## config.mk

```make
export PLATFORM = sky130hd
export DESIGN_NAME = pcg_gating_bank
export DESIGN_NICKNAME = d
export VERILOG_FILES = /design/src/verilog/pcg_pkg.sv /design/src/verilog/pcg_gate_select.sv /design/src/verilog/pcg_gating_bank.sv
export SDC_FILE = /design/constraint.sdc
export NUM_CORES = 1
export LEC_CHECK = 0
export BUFFER_PORTS_ARGS = -buffer_cell sky130_fd_sc_hd__buf_4
export CAP_MARGIN = 5
export CELL_PAD_IN_SITES_DETAIL_PLACEMENT = 2
export CELL_PAD_IN_SITES_GLOBAL_PLACEMENT = 2
export CORE_MARGIN = 2
export CORE_UTILIZATION = 34
export CTS_BUF_LIST = sky130_fd_sc_hd__clkbuf_2
export CTS_CLUSTER_SIZE = 10
export DETAILED_ROUTE_END_ITERATION = 10
export PLACE_DENSITY_LB_ADDON = 0.1
export SYNTH_ARGS = -nofsm -noshare
export SYNTH_HDL_FRONTEND = slang
export SYNTH_SLANG_ARGS = --single-unit
```

## constraint.sdc

```tcl
create_clock -name CLK_IN -period 2.2 [get_ports CLK_IN]
set_input_delay 0.33 -clock CLK_IN [delete_from_list [all_inputs] [get_ports CLK_IN]]
set_output_delay 0.33 -clock CLK_IN [all_outputs]
set_load 0.05 [all_outputs]
```

## src/verilog/pcg_pkg.sv

```systemverilog
// Purpose: Shared constants and types of the peripheral clock gating bank.
// Assumes: Registers sit on a classic Wishbone slave with 32-bit data and byte addresses.
// Notes:   Offsets are byte addresses; only the low twelve address bits are decoded.
package pcg_pkg;

  // Address width decoded by the slave.
  localparam int ADDR_W = 12;

  // Gating register offsets.
  localparam logic [11:0] RUN_ONE_OFF   = 12'h104;
  localparam logic [11:0] RUN_TWO_OFF   = 12'h108;
  localparam logic [11:0] SLEEP_ONE_OFF = 12'h114;
  localparam logic [11:0] SLEEP_TWO_OFF = 12'h118;
  localparam logic [11:0] DEEP_ONE_OFF  = 12'h124;
  localparam logic [11:0] DEEP_TWO_OFF  = 12'h128;

  // Control, interrupt and diagnostic registers.
  localparam logic [11:0] RUN_CFG_OFF    = 12'h200;
  localparam logic [11:0] IRQ_STATUS_OFF = 12'h204;
  localparam logic [11:0] IRQ_MASK_OFF   = 12'h208;
  localparam logic [11:0] FAULT_UNIT_OFF = 12'h20C;

  // Writable bits and the gating reset value; every other bit is read-only and reads as zero.
  localparam logic [31:0] GROUP_ONE_MASK = 32'h0107_1013;
  localparam logic [31:0] GROUP_TWO_MASK = 32'h0000_001F;
  localparam logic [31:0] RUN_CFG_MASK   = 32'h0000_0001;
  localparam logic [31:0] IRQ_MASK_BITS  = 32'h0000_0003;
  localparam logic [31:0] GATE_RESET     = 32'h0000_0000;

  // Field positions.
  localparam int CMP_ZERO_BIT = 24;
  localparam int TIMER2_BIT = 18;
  localparam int TIMER1_BIT = 17;
  localparam int TIMER0_BIT = 16;
  localparam int TWI_BIT    = 12;
  localparam int SYNC_BIT   = 4;
  localparam int ASYNC1_BIT = 1;
  localparam int ASYNC0_BIT = 0;
  localparam int BANK_E_BIT = 4;
  localparam int BANK_D_BIT = 3;
  localparam int BANK_C_BIT = 2;
  localparam int BANK_B_BIT = 1;
  localparam int BANK_A_BIT = 0;
  localparam int AUTO_GATE_BIT = 0;
  localparam int EVT_FAULT_BIT  = 0;
  localparam int EVT_CHANGE_BIT = 1;

  // Unit numbers carried on the access-check port.
  localparam logic [3:0] UNIT_ASYNC0 = 4'h0;
  localparam logic [3:0] UNIT_ASYNC1 = 4'h1;
  localparam logic [3:0] UNIT_SYNC   = 4'h2;
  localparam logic [3:0] UNIT_TWI    = 4'h3;
  localparam logic [3:0] UNIT_TIMER0 = 4'h4;
  localparam logic [3:0] UNIT_TIMER1 = 4'h5;
  localparam logic [3:0] UNIT_TIMER2 = 4'h6;
  localparam logic [3:0] UNIT_CMP_ZERO = 4'h7;
  localparam logic [3:0] UNIT_BANK_A = 4'h8;
  localparam logic [3:0] UNIT_BANK_B = 4'h9;
  localparam logic [3:0] UNIT_BANK_C = 4'hA;
  localparam logic [3:0] UNIT_BANK_D = 4'hB;
  localparam logic [3:0] UNIT_BANK_E = 4'hC;

  // Operating mode, Gray coded along run, sleep, deep sleep.
  typedef enum logic [1:0] {
    PCG_RUN   = 2'h0,
    PCG_SLEEP = 2'h1,
    PCG_DEEP  = 2'h3
  } pcg_mode_type;

endpackage
```

## src/verilog/pcg_gate_select.sv

```systemverilog
// Purpose: Pick the gating word set that applies in the current operating mode.
// Assumes: Word and auto-gate inputs are registered copies held in the register bank; mode_in comes straight from the port.
// Notes:   Pure combinational; the caller registers the result.
module pcg_gate_select
  import pcg_pkg::*;
(
  input  wire pcg_pkg::pcg_mode_type mode_in,
  input  wire logic                  auto_gate_in,
  input  wire logic [31:0]           run_one_in,
  input  wire logic [31:0]           run_two_in,
  input  wire logic [31:0]           sleep_one_in,
  input  wire logic [31:0]           sleep_two_in,
  input  wire logic [31:0]           deep_one_in,
  input  wire logic [31:0]           deep_two_in,
  output logic      [31:0]           eff_one_out,
  output logic      [31:0]           eff_two_out
);

  import pcg_pkg::*;

  // Low-power copies only apply when automatic gating is chosen; else run enables stay.
  always_comb begin
    eff_one_out = run_one_in;
    eff_two_out = run_two_in;
    case (mode_in)
      PCG_RUN: begin
        eff_one_out = run_one_in;
        eff_two_out = run_two_in;
      end
      PCG_SLEEP: begin
        if (auto_gate_in) begin
          eff_one_out = sleep_one_in;
          eff_two_out = sleep_two_in;
        end
      end
      PCG_DEEP: begin
        if (auto_gate_in) begin
          eff_one_out = deep_one_in;
          eff_two_out = deep_two_in;
        end
      end
      default: begin
        eff_one_out = run_one_in;
        eff_two_out = run_two_in;
      end
    endcase
  end

endmodule

```

## src/verilog/pcg_gating_bank.sv

```systemverilog
// Purpose: Per-unit clock enables from two groups of run, sleep and deep-sleep gating words.
// Assumes: Classic Wishbone master; POWER_MODE_IN and unit access checks are synchronous.
// Notes:   Gate outputs are clock enables for downstream gating cells, one per unit.
//
// Register access over Wishbone was decided locally.
module pcg_gating_bank
  import pcg_pkg::*;
(
  input  wire logic                  CLK_IN,
  input  wire logic                  RST_N_IN,
  input  wire logic                  WB_CYC_IN,
  input  wire logic                  WB_STB_IN,
  input  wire logic                  WB_WE_IN,
  input  wire logic [11:0]           WB_ADR_IN,
  input  wire logic [3:0]            WB_SEL_IN,
  input  wire logic [31:0]           WB_DAT_IN,
  output logic      [31:0]           WB_DAT_OUT,
  output logic                       WB_ACK_OUT,
  output logic                       WB_ERR_OUT,
  input  wire pcg_pkg::pcg_mode_type POWER_MODE_IN,
  input  wire logic                  UNIT_ACCESS_IN,
  input  wire logic [3:0]            UNIT_SEL_IN,
  output logic                       UNIT_GRANT_OUT,
  output logic                       UNIT_FAULT_OUT,
  output logic                       ANALOG_COMPARATOR_ZERO_GATE_OUT,
  output logic                       GENERAL_TIMER_TWO_GATE_OUT,
  output logic                       GENERAL_TIMER_ONE_GATE_OUT,
  output logic                       GENERAL_TIMER_ZERO_GATE_OUT,
  output logic                       TWO_WIRE_GATE_OUT,
  output logic                       SYNCHRONOUS_SERIAL_GATE_OUT,
  output logic                       ASYNC_SERIAL_SECOND_GATE_OUT,
  output logic                       ASYNC_SERIAL_FIRST_GATE_OUT,
  output logic                       IO_BANK_E_GATE_OUT,
  output logic                       IO_BANK_D_GATE_OUT,
  output logic                       IO_BANK_C_GATE_OUT,
  output logic                       IO_BANK_B_GATE_OUT,
  output logic                       IO_BANK_A_GATE_OUT,
  output logic                       IRQ_OUT
);

  import pcg_pkg::*;

  // Merge write data into a register under byte enables and a writable-bit mask.
  function automatic logic [31:0] merge_write(input logic [31:0] old_val,
                                              input logic [31:0] new_val,
                                              input logic [3:0]  sel,
                                              input logic [31:0] wmask);
    logic [31:0] lane;
    lane = {{8{sel[3]}}, {8{sel[2]}}, {8{sel[1]}}, {8{sel[0]}}};
    merge_write = (old_val & ~(lane & wmask)) | (new_val & lane & wmask);
  endfunction

  // Word-aligned address match.
  function automatic logic addr_hit(input logic [11:0] adr, input logic [11:0] off);
    addr_hit = (adr[11:2] == off[11:2]);
  endfunction

  // Look up whether a unit's clock is currently running.
  function automatic logic unit_on(input logic [3:0]  unit,
                                   input logic [31:0] one,
                                   input logic [31:0] two);
    case (unit)
      UNIT_ASYNC0: unit_on = one[ASYNC0_BIT];
      UNIT_ASYNC1: unit_on = one[ASYNC1_BIT];
      UNIT_SYNC:   unit_on = one[SYNC_BIT];
      UNIT_TWI:    unit_on = one[TWI_BIT];
      UNIT_TIMER0: unit_on = one[TIMER0_BIT];
      UNIT_TIMER1: unit_on = one[TIMER1_BIT];
      UNIT_TIMER2: unit_on = one[TIMER2_BIT];
      UNIT_CMP_ZERO: unit_on = one[CMP_ZERO_BIT];
      UNIT_BANK_A: unit_on = two[BANK_A_BIT];
      UNIT_BANK_B: unit_on = two[BANK_B_BIT];
      UNIT_BANK_C: unit_on = two[BANK_C_BIT];
      UNIT_BANK_D: unit_on = two[BANK_D_BIT];
      UNIT_BANK_E: unit_on = two[BANK_E_BIT];
      default:     unit_on = 1'b1;
    endcase
  endfunction

  logic [31:0] run_one_reg;
  logic [31:0] run_two_reg;
  logic [31:0] sleep_one_reg;
  logic [31:0] sleep_two_reg;
  logic [31:0] deep_one_reg;
  logic [31:0] deep_two_reg;
  logic [31:0] run_cfg_reg;
  logic [31:0] irq_status_reg;
  logic [31:0] irq_mask_reg;
  logic [3:0]  fault_unit_reg;
  logic [31:0] gate_one_reg;
  logic [31:0] gate_two_reg;
  logic [31:0] eff_one_next;
  logic [31:0] eff_two_next;
  logic [31:0] rd_data_next;
  logic        rd_hit_next;
  logic        bus_req;
  logic        bus_wr;
  logic        fault_evt;
  logic        change_evt;
  logic [31:0] evt_vec;

  // A new request is taken only while no answer is out, so each cycle acks once.
  assign bus_req    = WB_CYC_IN && WB_STB_IN && !WB_ACK_OUT && !WB_ERR_OUT;
  assign bus_wr     = bus_req && WB_WE_IN && rd_hit_next;
  assign fault_evt  = UNIT_ACCESS_IN && !unit_on(UNIT_SEL_IN, gate_one_reg, gate_two_reg);
  assign change_evt = (eff_one_next != gate_one_reg) || (eff_two_next != gate_two_reg);
  assign evt_vec    = ({31'h0, fault_evt} << EVT_FAULT_BIT)
                    | ({31'h0, change_evt} << EVT_CHANGE_BIT);

  // Read mux; reserved bits are never stored, so they read as zero.
  always_comb begin
    rd_hit_next  = 1'b1;
    rd_data_next = 32'h0000_0000;
    if (addr_hit(WB_ADR_IN, RUN_ONE_OFF)) begin
      rd_data_next = run_one_reg;
    end else if (addr_hit(WB_ADR_IN, RUN_TWO_OFF)) begin
      rd_data_next = run_two_reg;
    end else if (addr_hit(WB_ADR_IN, SLEEP_ONE_OFF)) begin
      rd_data_next = sleep_one_reg;
    end else if (addr_hit(WB_ADR_IN, SLEEP_TWO_OFF)) begin
      rd_data_next = sleep_two_reg;
    end else if (addr_hit(WB_ADR_IN, DEEP_ONE_OFF)) begin
      rd_data_next = deep_one_reg;
    end else if (addr_hit(WB_ADR_IN, DEEP_TWO_OFF)) begin
      rd_data_next = deep_two_reg;
    end else if (addr_hit(WB_ADR_IN, RUN_CFG_OFF)) begin
      rd_data_next = run_cfg_reg;
    end else if (addr_hit(WB_ADR_IN, IRQ_STATUS_OFF)) begin
      rd_data_next = irq_status_reg;
    end else if (addr_hit(WB_ADR_IN, IRQ_MASK_OFF)) begin
      rd_data_next = irq_mask_reg;
    end else if (addr_hit(WB_ADR_IN, FAULT_UNIT_OFF)) begin
      rd_data_next = {28'h000_0000, fault_unit_reg};
    end else begin
      rd_hit_next = 1'b0;
    end
  end

  // Bus answer: ack for mapped words, err for unmapped ones, each for one cycle.
  always_ff @(posedge CLK_IN or negedge RST_N_IN) begin
    if (!RST_N_IN) begin
      WB_ACK_OUT <= 1'b0;
      WB_ERR_OUT <= 1'b0;
      WB_DAT_OUT <= 32'h0000_0000;
    end else begin
      WB_ACK_OUT <= bus_req && rd_hit_next;
      WB_ERR_OUT <= bus_req && !rd_hit_next;
      if (bus_req && !WB_WE_IN) begin
        WB_DAT_OUT <= rd_data_next;
      end
    end
  end

  // Gating words; only documented bits are writable, the rest stay zero.
  always_ff @(posedge CLK_IN or negedge RST_N_IN) begin
    if (!RST_N_IN) begin
      run_one_reg   <= GATE_RESET;
      run_two_reg   <= GATE_RESET;
      sleep_one_reg <= GATE_RESET;
      sleep_two_reg <= GATE_RESET;
      deep_one_reg  <= GATE_RESET;
      deep_two_reg  <= GATE_RESET;
    end else if (bus_wr) begin
      if (addr_hit(WB_ADR_IN, RUN_ONE_OFF)) begin
        run_one_reg <= merge_write(run_one_reg, WB_DAT_IN, WB_SEL_IN, GROUP_ONE_MASK);
      end
      if (addr_hit(WB_ADR_IN, SLEEP_ONE_OFF)) begin
        sleep_one_reg <= merge_write(sleep_one_reg, WB_DAT_IN, WB_SEL_IN, GROUP_ONE_MASK);
      end
      if (addr_hit(WB_ADR_IN, DEEP_ONE_OFF)) begin
        deep_one_reg <= merge_write(deep_one_reg, WB_DAT_IN, WB_SEL_IN, GROUP_ONE_MASK);
      end
      if (addr_hit(WB_ADR_IN, RUN_TWO_OFF)) begin
        run_two_reg <= merge_write(run_two_reg, WB_DAT_IN, WB_SEL_IN, GROUP_TWO_MASK);
      end
      if (addr_hit(WB_ADR_IN, SLEEP_TWO_OFF)) begin
        sleep_two_reg <= merge_write(sleep_two_reg, WB_DAT_IN, WB_SEL_IN, GROUP_TWO_MASK);
      end
      if (addr_hit(WB_ADR_IN, DEEP_TWO_OFF)) begin
        deep_two_reg <= merge_write(deep_two_reg, WB_DAT_IN, WB_SEL_IN, GROUP_TWO_MASK);
      end
    end
  end

  // Run clock configuration holding the automatic gating select.
  always_ff @(posedge CLK_IN or negedge RST_N_IN) begin
    if (!RST_N_IN) begin
      run_cfg_reg <= 32'h0000_0000;
    end else if (bus_wr && addr_hit(WB_ADR_IN, RUN_CFG_OFF)) begin
      run_cfg_reg <= merge_write(run_cfg_reg, WB_DAT_IN, WB_SEL_IN, RUN_CFG_MASK);
    end
  end

  // Interrupt mask.
  always_ff @(posedge CLK_IN or negedge RST_N_IN) begin
    if (!RST_N_IN) begin
      irq_mask_reg <= 32'h0000_0000;
    end else if (bus_wr && addr_hit(WB_ADR_IN, IRQ_MASK_OFF)) begin
      irq_mask_reg <= merge_write(irq_mask_reg, WB_DAT_IN, WB_SEL_IN, IRQ_MASK_BITS);
    end
  end

  // Sticky events; write one clears, a same-cycle event wins so none is lost.
  always_ff @(posedge CLK_IN or negedge RST_N_IN) begin
    if (!RST_N_IN) begin
      irq_status_reg <= 32'h0000_0000;
    end else begin
      if (bus_wr && addr_hit(WB_ADR_IN, IRQ_STATUS_OFF)) begin
        irq_status_reg <= (irq_status_reg
                          & ~merge_write(32'h0, WB_DAT_IN, WB_SEL_IN, IRQ_MASK_BITS))
                          | evt_vec;
      end else begin
        irq_status_reg <= irq_status_reg | evt_vec;
      end
    end
  end

  // Level interrupt, registered so the output comes straight from a flip-flop.
  always_ff @(posedge CLK_IN or negedge RST_N_IN) begin
    if (!RST_N_IN) begin
      IRQ_OUT <= 1'b0;
    end else begin
      IRQ_OUT <= |(irq_status_reg & irq_mask_reg);
    end
  end

  // Mode-dependent choice of gating words.
  pcg_gate_select u_select (
    .mode_in      (POWER_MODE_IN),
    .auto_gate_in (run_cfg_reg[AUTO_GATE_BIT]),
    .run_one_in   (run_one_reg),
    .run_two_in   (run_two_reg),
    .sleep_one_in (sleep_one_reg),
    .sleep_two_in (sleep_two_reg),
    .deep_one_in  (deep_one_reg),
    .deep_two_in  (deep_two_reg),
    .eff_one_out  (eff_one_next),
    .eff_two_out  (eff_two_next)
  );

  // Applied enables lag the selected words by one cycle to keep outputs glitch free.
  always_ff @(posedge CLK_IN or negedge RST_N_IN) begin
    if (!RST_N_IN) begin
      gate_one_reg <= GATE_RESET;
      gate_two_reg <= GATE_RESET;
    end else begin
      gate_one_reg <= eff_one_next;
      gate_two_reg <= eff_two_next;
    end
  end

  // Unit clock enables, one flip-flop each.
  always_ff @(posedge CLK_IN or negedge RST_N_IN) begin
    if (!RST_N_IN) begin
      ANALOG_COMPARATOR_ZERO_GATE_OUT <= 1'b0;
      GENERAL_TIMER_TWO_GATE_OUT      <= 1'b0;
      GENERAL_TIMER_ONE_GATE_OUT      <= 1'b0;
      GENERAL_TIMER_ZERO_GATE_OUT     <= 1'b0;
      TWO_WIRE_GATE_OUT               <= 1'b0;
      SYNCHRONOUS_SERIAL_GATE_OUT     <= 1'b0;
      ASYNC_SERIAL_SECOND_GATE_OUT    <= 1'b0;
      ASYNC_SERIAL_FIRST_GATE_OUT     <= 1'b0;
      IO_BANK_E_GATE_OUT              <= 1'b0;
      IO_BANK_D_GATE_OUT              <= 1'b0;
      IO_BANK_C_GATE_OUT              <= 1'b0;
      IO_BANK_B_GATE_OUT              <= 1'b0;
      IO_BANK_A_GATE_OUT              <= 1'b0;
    end else begin
      ANALOG_COMPARATOR_ZERO_GATE_OUT <= eff_one_next[CMP_ZERO_BIT];
      GENERAL_TIMER_TWO_GATE_OUT      <= eff_one_next[TIMER2_BIT];
      GENERAL_TIMER_ONE_GATE_OUT      <= eff_one_next[TIMER1_BIT];
      GENERAL_TIMER_ZERO_GATE_OUT     <= eff_one_next[TIMER0_BIT];
      TWO_WIRE_GATE_OUT               <= eff_one_next[TWI_BIT];
      SYNCHRONOUS_SERIAL_GATE_OUT     <= eff_one_next[SYNC_BIT];
      ASYNC_SERIAL_SECOND_GATE_OUT    <= eff_one_next[ASYNC1_BIT];
      ASYNC_SERIAL_FIRST_GATE_OUT     <= eff_one_next[ASYNC0_BIT];
      IO_BANK_E_GATE_OUT              <= eff_two_next[BANK_E_BIT];
      IO_BANK_D_GATE_OUT              <= eff_two_next[BANK_D_BIT];
      IO_BANK_C_GATE_OUT              <= eff_two_next[BANK_C_BIT];
      IO_BANK_B_GATE_OUT              <= eff_two_next[BANK_B_BIT];
      IO_BANK_A_GATE_OUT              <= eff_two_next[BANK_A_BIT];
    end
  end

  // Access check against the enables the units actually see; faulted accesses never pass.
  always_ff @(posedge CLK_IN or negedge RST_N_IN) begin
    if (!RST_N_IN) begin
      UNIT_GRANT_OUT <= 1'b0;
      UNIT_FAULT_OUT <= 1'b0;
      fault_unit_reg <= 4'h0;
    end else begin
      UNIT_GRANT_OUT <= UNIT_ACCESS_IN && !fault_evt;
      UNIT_FAULT_OUT <= fault_evt;
      if (fault_evt) begin
        fault_unit_reg <= UNIT_SEL_IN;
      end
    end
  end

  // Checks on the block's outputs and internal registers.
  AST_GATE_FOLLOWS_WORD: assert property (@(posedge CLK_IN) disable iff (!RST_N_IN)
    ASYNC_SERIAL_FIRST_GATE_OUT == gate_one_reg[ASYNC0_BIT]
    && IO_BANK_A_GATE_OUT == gate_two_reg[BANK_A_BIT])
    else $error("Gate output differs from applied enable word.");

  AST_FAULT_BLOCKS_ACCESS: assert property (@(posedge CLK_IN) disable iff (!RST_N_IN)
    UNIT_ACCESS_IN && !unit_on(UNIT_SEL_IN, gate_one_reg, gate_two_reg)
    |=> UNIT_FAULT_OUT && !UNIT_GRANT_OUT)
    else $error("Access to an unclocked unit was not faulted.");

  AST_CLOCKED_GRANTS: assert property (@(posedge CLK_IN) disable iff (!RST_N_IN)
    UNIT_ACCESS_IN && unit_on(UNIT_SEL_IN, gate_one_reg, gate_two_reg)
    |=> UNIT_GRANT_OUT && !UNIT_FAULT_OUT)
    else $error("Access to a clocked unit was not granted.");

  AST_RESET_GATES_OFF: assert property (@(posedge CLK_IN)
    $rose(RST_N_IN) |-> gate_one_reg == GATE_RESET && gate_two_reg == GATE_RESET
    && !TWO_WIRE_GATE_OUT)
    else $error("Gates not off right after reset.");

  AST_RUN_ONE_WRITE: assert property (@(posedge CLK_IN) disable iff (!RST_N_IN)
    bus_wr && addr_hit(WB_ADR_IN, RUN_ONE_OFF) && WB_SEL_IN == 4'hF
    |=> run_one_reg == ($past(WB_DAT_IN) & GROUP_ONE_MASK) && WB_ACK_OUT)
    else $error("Run group one write not stored.");

  AST_DEEP_TWO_WRITE: assert property (@(posedge CLK_IN) disable iff (!RST_N_IN)
    bus_wr && addr_hit(WB_ADR_IN, DEEP_TWO_OFF) && WB_SEL_IN == 4'hF
    |=> deep_two_reg == ($past(WB_DAT_IN) & GROUP_TWO_MASK))
    else $error("Deep-sleep group two write not stored.");

  AST_NO_AUTO_KEEPS_RUN: assert property (@(posedge CLK_IN) disable iff (!RST_N_IN)
    !run_cfg_reg[AUTO_GATE_BIT] ##1 !run_cfg_reg[AUTO_GATE_BIT]
    |-> gate_one_reg == $past(run_one_reg) && gate_two_reg == $past(run_two_reg))
    else $error("Low-power word used without automatic gating.");

  AST_SLEEP_USES_SLEEP_WORD: assert property (@(posedge CLK_IN) disable iff (!RST_N_IN)
    run_cfg_reg[AUTO_GATE_BIT] && POWER_MODE_IN == PCG_SLEEP
    |=> gate_one_reg == $past(sleep_one_reg) && gate_two_reg == $past(sleep_two_reg))
    else $error("Sleep word not applied in sleep with automatic gating.");

  AST_COMP_BIT_24: assert property (@(posedge CLK_IN) disable iff (!RST_N_IN)
    ##1 ANALOG_COMPARATOR_ZERO_GATE_OUT == $past(eff_one_next[24])
    && GENERAL_TIMER_TWO_GATE_OUT == $past(eff_one_next[18]))
    else $error("Comparator or timer two enable on wrong bit.");

  AST_RESERVED_ZERO: assert property (@(posedge CLK_IN) disable iff (!RST_N_IN)
    (run_one_reg & ~GROUP_ONE_MASK) == 32'h0 && (sleep_two_reg & ~GROUP_TWO_MASK) == 32'h0)
    else $error("Reserved gating bit became set.");

  AST_ACK_ONE_CYCLE: assert property (@(posedge CLK_IN) disable iff (!RST_N_IN)
    WB_ACK_OUT |=> !WB_ACK_OUT)
    else $error("Acknowledge held for more than one cycle.");

endmodule

```

# Word-level counts from Yosys, hierarchy flattened
# Cells that the tools add are included.
dict set report word_totals {
  reg_bits 406
  input_bits 60
  output_inout_bits 50
}
dict set report op_classes {
  n_eq_ne 26
  muxes 28
  bitwise 27
  n_reduce_logical 28
}
# op n
set ops {}
lappend ops {{2-to-1 mux 32 bit} 14}
lappend ops {{AND 32 bit} 10}
lappend ops {{one-hot mux 32 bit (2 select lines)} 2}
lappend ops {{OR 32 x 2 -> 32 bit} 3}
lappend ops {{OR 32 x 25 -> 32 bit} 3}
lappend ops {{OR 32 x 5 -> 32 bit} 3}
lappend ops {{!= test 32 bit} 2}
lappend ops {{inverter 2 -> 32 bit} 2}
lappend ops {{equality test 10 x 7 -> 1 bit, second input constant} 6}
lappend ops {{equality test 10 x 8 -> 1 bit, second input constant} 4}
lappend ops {{inverter 1 -> 32 bit} 1}
lappend ops {{inverter 25 -> 32 bit} 1}
lappend ops {{inverter 5 -> 32 bit} 1}
lappend ops {{OR 32 x 1 -> 32 bit} 1}
lappend ops {{OR reduction 32 bit} 1}
lappend ops {{AND 25 bit} 1}
lappend ops {{equality test 4 bit, second input constant} 5}
lappend ops {{equality test 4 x 3 -> 1 bit, second input constant} 4}
lappend ops {{logical AND 1 bit} 13}
lappend ops {{one-hot mux 1 bit (13 select lines)} 1}
lappend ops {{AND reduction 2 bit} 6}
lappend ops {{2-to-1 mux 1 bit} 10}
lappend ops {{equality test 4 x 2 -> 1 bit, second input constant} 2}
lappend ops {{zero test 1 bit} 6}
lappend ops {{7 further kinds} 7}

# Depth between registers and ports, before layout
# Gate-level depths: netlist of run 1.
dict set report logic_depth {
  ltp_word 14
  mapped_depth 7
}

# Hierarchy
# Synthesis of run 1 repeated with hierarchy kept, for this count alone.
dict set report hier_totals {
  hier_cells 661
  hier_area_um2 7076.8
}
# module n_inst cells_each area_each_um2
set modules_own_cells {}
lappend modules_own_cells {pcg_gating_bank 1 440 5582.9}
lappend modules_own_cells {pcg_gate_select 1 221 1493.9}

# Worst setup path after synthesis of run 1
# Ideal clock, no wire load.
dict set report synth_timing {
  path_type {input to register}
  from {in WB_ADR_IN[9]}
  to {reg (tool-made name)}
  arrival_ns 2.285
  path_slack_ns -0.211
  cell_stages 7
  n_path_buf 2
  path_cell_list {or4b_1 > buf_6 > a211oi_4 > o2111ai_4 > or3_1 > buf_6 > mux2_4}
}
# element line_no
set synth_lines {}
lappend synth_lines {{start: declaration} pcg_gating_bank.sv:14} ;# input wire logic [11:0] WB_ADR_IN,

==> impl_metrics.json, run 1 <==
{
  "cellLeakagePower_nw": 2.60,
  "hold_depth": 2,
  "crit_arrival_ps": 2540,
  "worstSetupEndpointType": "register",
  "required_ps": 2650,
  "die_width_um": 116,
  "critPathMaxFanout": 5,
  "cts_tree": "built",
  "fin_skew_ps": 29.8,
  "insertion_delay_ps": 560,
  "start_util": 0.350,
  "tightest_slew_ps": 548,
  "synthDominantCellAreaShare": 0.448,
  "drt_iter0_markers": 97,
  "clk_pin_slew_worst_paths_ps": 240,
  "crit_type": "reg2reg",
  "finalHoldViolations": 0,
  "synth_cell_types": 61,
  "max_freq_mhz": 478,
  "status": "complete, no violations",
  "ios": 110,
  "wl_per_cell_um": 20.3,
  "peakVddDrop_uv": 245,
  "r2r_cells": 8,
  "dp_cells": 660,
  "setup_viol": 0,
  "vias": 3488,
  "multi_input_area_mm2": 0.00217,
  "cts_root_buffer": "clkbuf_2",
  "syn-instance-count": 391,
  "startpoint_type": "register",
  "grt_pass1_wl_um": 22100,
  "drive_above_1_share": 0.382,
  "slew_violations": 0,
  "antennaDiodeCount": 0,
  "async_reset_ff_frac": 1.00,
  "htree_levels": 3,
  "ys.warnings.count": 0,
  "chipHeight_um": 116,
  "synth.yosys.seq_area_share": 0.448,
  "post-route-util": 0.451,
  "grt_start_max_net_pins": 42,
  "cts_max_path_buffers": 2,
  "nNetsFinal": 572,
  "final_common_cell": "buf_4",
  "final_cell_mix": "buf_4, dfrtp_1, mux2_2",
  "min_to": "fault_unit_reg[3]",
  "final_antenna_net_count": 0,
  "crit_chain": "nand4bb_4 > nor3_4 > buf_4 > o2111ai_4 > buf_4 > nor2_1 > buf_4 > mux2_2",
  "relSlewSlack": 0.635,
  "cts_made_buffers": 9,
  "drc": 0,
  "rsz0062_at_grt": "false",
  "hold_class": "in2reg",
  "r2r_slack_ps": 110,
  "setup_tns_ps": 0,
  "crit_top_cell": "buf_4",
  "gr-total-overflow": 0,
  "powerDensity_mw_per_mm2": 524,
  "place.gp.congestion": 0.860,
  "final_cell_count_no_fill": 684,
  "regArea_mm2": 0.00190,
  "fillers": 1340,
  "maxCapViolations": 0,
  "synth_seq_cells": 76,
  "critPathSlowestCell": "dfrtp_1",
  "syn_to_final_growth_pct": 28.8,
  "design_power_total_mw": 2.86,
  "worstReg2RegStart": "WB_ERR_OUT",
  "synth_edf_count": 0,
  "synth_area_mm2": 0.00424,
  "min_period_ps": 2090,
  "num_rows": 40,
  "critical_path.top_delay_family": "simple AND/OR/NAND/NOR gates",
  "clock-sinks": 76,
  "syn_avg_cell_area_um2": 10.8,
  "yosysTopAreaCell": "dfrtp_1",
  "dieArea_mm2": 0.0134,
  "path_buf_inv": 3,
  "fin_crit_sh": 0.951,
  "gr-usage-all-layers": 0.221,
  "yosys_most_used_dff": "dfrtp_1",
  "holdWs_ps": 50.4,
  "min_from": "UNIT_SEL_IN[3]",
  "slowest_delay_ps": 450,
  "first_pass_iters": 4,
  "antenna_found_initial": 0,
  "via_per_inst": 5.10,
  "core_mm2": 0.0121,
  "dp_hpwl_um": 10800,
  "port_buffers": 63,
  "wl_um": 13900,
  "grt_pass1_vias": 3811,
  "synthTopCellsByArea": "dfrtp_1, mux2_2, buf_4, mux2i_1, mux2_4"
}
-- how the worst max path moves through the flow --
stage	from	to	slack, ps	cells after the start
after global placement	WB_ADR_IN[9]	register	-200	6
after detailed placement	WB_ADR_IN[9]	register	-260	6
final	WB_ERR_OUT	register	110	8
after global routing	WB_ERR_OUT	register	10	8
after floorplan	WB_ADR_IN[9]	register	-150	7
after CTS	WB_ERR_OUT	register	50	8
-- per-layer routing --
metal  global-route usage  wire length, um  share of wire  vias up
met5                    0                0              0        -
met4               0.0492              154          0.011        0
met3               0.0335              555          0.040       12
met2                0.370             6690           0.48       72
met1                0.306             6470           0.47     1791
li1                     -                -              -     1613
-- cell type report --
class                           instances  area share
Multi-Input combinational cell        286       0.398
Sequential cell                        76       0.348
Timing Repair Buffer                  129       0.186
Tap cell                              168      0.0385
Clock inverter                          6      0.0147
Clock buffer                            9     0.00825
Inverter                               10     0.00687
-- kinds of logic (layout without fill, tap and decap cells) --
family                    Yosys count  in the layout  share of synthesized area
buffers and inverters              50            154                     0.0687
other                               1             22                   0.000884
AOI/OAI and AO/OA                  67             67                      0.117
muxes                              66             66                      0.185
and+or+nand+nor                   109            109                      0.135
xor gates and xnor gates           22             22                     0.0454
DFF                                76             76                      0.448
-- metrics by stage --
| step | worst slack (ps) | area, um^2 |
|---|---|---|
| final | 108 | 5460 |
| after CTS | 54.0 | 5450 |
| after global placement | -201 | 5220 |
| after detailed placement | -264 | 5220 |
| after global routing | 12.8 | 5460 |
| after floorplan | -145 | 4350 |
-- report_power, final --
group	switching (mW)	internal (mW)
combinational	0.346	0.173
sequential	0.0249	1.44
clock	0.520	0.360
-- timing repair --
item | 4_1_cts | 5_1_grt
hold buffers | 9 | 0
pin swaps | 0 | 0
setup endpoints to repair | 7 | 9
endpoints found under the hold margin | 54 | 0
resized for setup | 2 | 1
setup buffers | 0 | 0
-- Yosys cell counts (2+ instances only) --
cell / n
nand2_1: 21
nor4_1: 3
buf_4: 22
nor3_1: 15
nand3_1: 3
nor2_1: 33
nand3b_1: 2
a221oi_1: 6
o21ai_0: 4
inv_1: 10
dfrtp_1: 76
a31oi_1: 7
mux2_2: 38
a221o_1: 2
buf_2: 4
xnor2_1: 6
o31ai_1: 3
and2_1: 2
or3_1: 2
or4b_1: 2
nor2b_1: 6
buf_1: 2
clkbuf_1: 9
mux2i_1: 16
nor4b_1: 2
nand4_1: 4
o41ai_1: 2
o22ai_1: 2
xor2_1: 16
a22oi_1: 7
a211oi_1: 2
mux4_2: 2
a22o_1: 2
mux2_4: 10
nand2b_1: 4
buf_6: 2
a21oi_1: 18
(Power assumes the default switching activity.)
==> run 2, diff against run 1 <==
Settings changed: PLACE_DENSITY set to 0.86, PLACE_DENSITY_LB_ADDON 0.1 to unset, SLEW_MARGIN set to 0.
==> run 2 against run 1 <==
Register-to-register slack is essentially flat. Critical path type unchanged. Clock skew grew 15 ps. Clock-buffer cell count unchanged.
==> impl_metrics.json, run 2 (same netlist as run 1, synthesis figures left out) <==
{
  "status": "complete, no violations",
  "grt_start_max_net_pins": 50,
  "start_util": 0.350,
  "clock-sinks": 76,
  "wl_per_cell_um": 22.8,
  "min_period_ps": 2090,
  "syn_to_final_growth_pct": 27.1,
  "grt_pass1_wl_um": 24000,
  "drive_above_1_share": 0.373,
  "first_pass_iters": 5,
  "htree_levels": 3,
  "chipHeight_um": 116,
  "cellLeakagePower_nw": 2.54,
  "port_buffers": 63,
  "final_cell_area_mm2": 0.00539,
  "tightest_slew_ps": 598,
  "internal_power_mw": 1.87,
  "seqPwrFrac": 0.519,
  "hold_class": "in2reg",
  "dieArea_mm2": 0.0134,
  "fin_crit_sh": 0.951,
  "gr-total-overflow": 0,
  "cts_max_path_buffers": 2,
  "crit_type": "reg2reg",
  "drc": 0,
  "final_cell_mix": "buf_4, dfrtp_1, mux2_2",
  "relSlewSlack": 0.601,
  "critPathMaxFanout": 10,
  "wl_um": 15400,
  "place.gp.congestion": 0.865,
  "cts_made_buffers": 9,
  "crit_arrival_ps": 2540,
  "power_switching_mw": 0.954,
  "cts_root_buffer": "clkbuf_2",
  "p_clk_frac": 0.291,
  "clk_pin_slew_worst_paths_ps": 270,
  "ios": 110,
  "core_mm2": 0.0121,
  "combinationalPowerShare": 0.190,
  "antenna_found_initial": 0,
  "fin_skew_ps": 44.7,
  "swShare": 0.338,
  "rsz0062_at_grt": "false",
  "gr-usage-all-layers": 0.241,
  "required_ps": 2650,
  "design_power_total_mw": 2.82,
  "finalHoldViolations": 0,
  "maxCapViolations": 0,
  "via_per_inst": 5.23,
  "powerDensity_mw_per_mm2": 523,
  "grt_pass1_vias": 4067,
  "nNetsFinal": 562,
  "num_rows": 40,
  "max_freq_mhz": 478,
  "peakVddDrop_uv": 213,
  "cts_tree": "built",
  "setup_viol": 0,
  "insertion_delay_ps": 570,
  "final_common_cell": "buf_4",
  "placed_area_mm2": 0.00513,
  "die_width_um": 116,
  "worstSetupEndpointType": "register",
  "dp_hpwl_um": 11400,
  "drt_iter0_markers": 178,
  "final_antenna_net_count": 0,
  "startpoint_type": "register",
  "slew_violations": 0,
  "vias": 3535
}
[run 2: repair_timing]
action | CTS | global route
gates cloned | 0 | 0
endpoints found under the hold margin | 33 | 9
resized for setup | 4 | 2
buffers inserted | 0 | 0
hold buffers | 6 | 5
endpoints found under the setup margin | 13 | 20
pin swaps | 0 | 1
[run 2: metal layers]
layer / part of all wire / vias up / wire, um / GRT usage
li1: - / 1595 / - / -
met1: 0.43 / 1825 / 6570 / 0.301
met2: 0.52 / 95 / 7950 / 0.427
met3: 0.039 / 20 / 597 / 0.0445
met4: 0.018 / 0 / 284 / 0.0683
met5: 0 / - / 0 / 0
[run 2: layout make-up]
| cell class | instances | area (um^2) |
|---|---|---|
| Fill cell | 1308 | 6720 |
| Multi-Input combinational cell | 286 | 2180 |
| Sequential cell | 76 | 1900 |
| Timing Repair Buffer | 119 | 946 |
| Tap cell | 168 | 210 |
| Clock inverter | 7 | 67.6 |
| Clock buffer | 9 | 45.0 |
| Inverter | 10 | 37.5 |
| Antenna cell | 1 | 2.50 |
[run 2: final timing paths]
check | from | endpoint | slack [ps] | cells past startpoint
setup reg to reg | WB_ERR_OUT | register | 110 | 6
max in group asynchronous | RST_N_IN | async pin | 1370 | 3
setup / recovery | WB_ERR_OUT | register | 110 | 6
hold / removal | WB_DAT_IN[1] | register | 80 | 2
min in group asynchronous | RST_N_IN | gate_one_reg[18] | 240 | 2
hold reg to reg | WB_DAT_OUT[3] | WB_DAT_OUT[3] | 530 | 2
[run 2: critical path: stages (launching register included)]
cell	delay, ps
dfrtp_1	450
nand4bb_4	260
nor3_4	150
buf_4	160
o21ai_2	180
nor3_2	380
mux2_2	410
[run 2: per-stage QoR]
step | hold slack, ps | util | std cells | TNS, ps | worst slack [ps]
global placement | 282 | 0.424 | 648 | -6550 | -261
finish | 80.0 | 0.445 | 676 | 0 | 109
global route | 25.6 | 0.445 | 675 | 0 | 26.9
floorplan | 34.4 | - | 412 | -1530 | -145
detailed placement | 289 | 0.424 | 648 | -9360 | -336
CTS | 5.21 | 0.440 | 670 | 0 | 11.3
[run 2: power groups by stage]
stage	clock, mW	sequential [mW]	combinational, mW
final	0.821	1.47	0.536
after global routing	0.897	1.47	0.567
after CTS	0.842	1.47	0.531
after detailed placement	0	1.49	0.512
after global placement	0	1.48	0.495
after floorplan	0	1.58	0.221
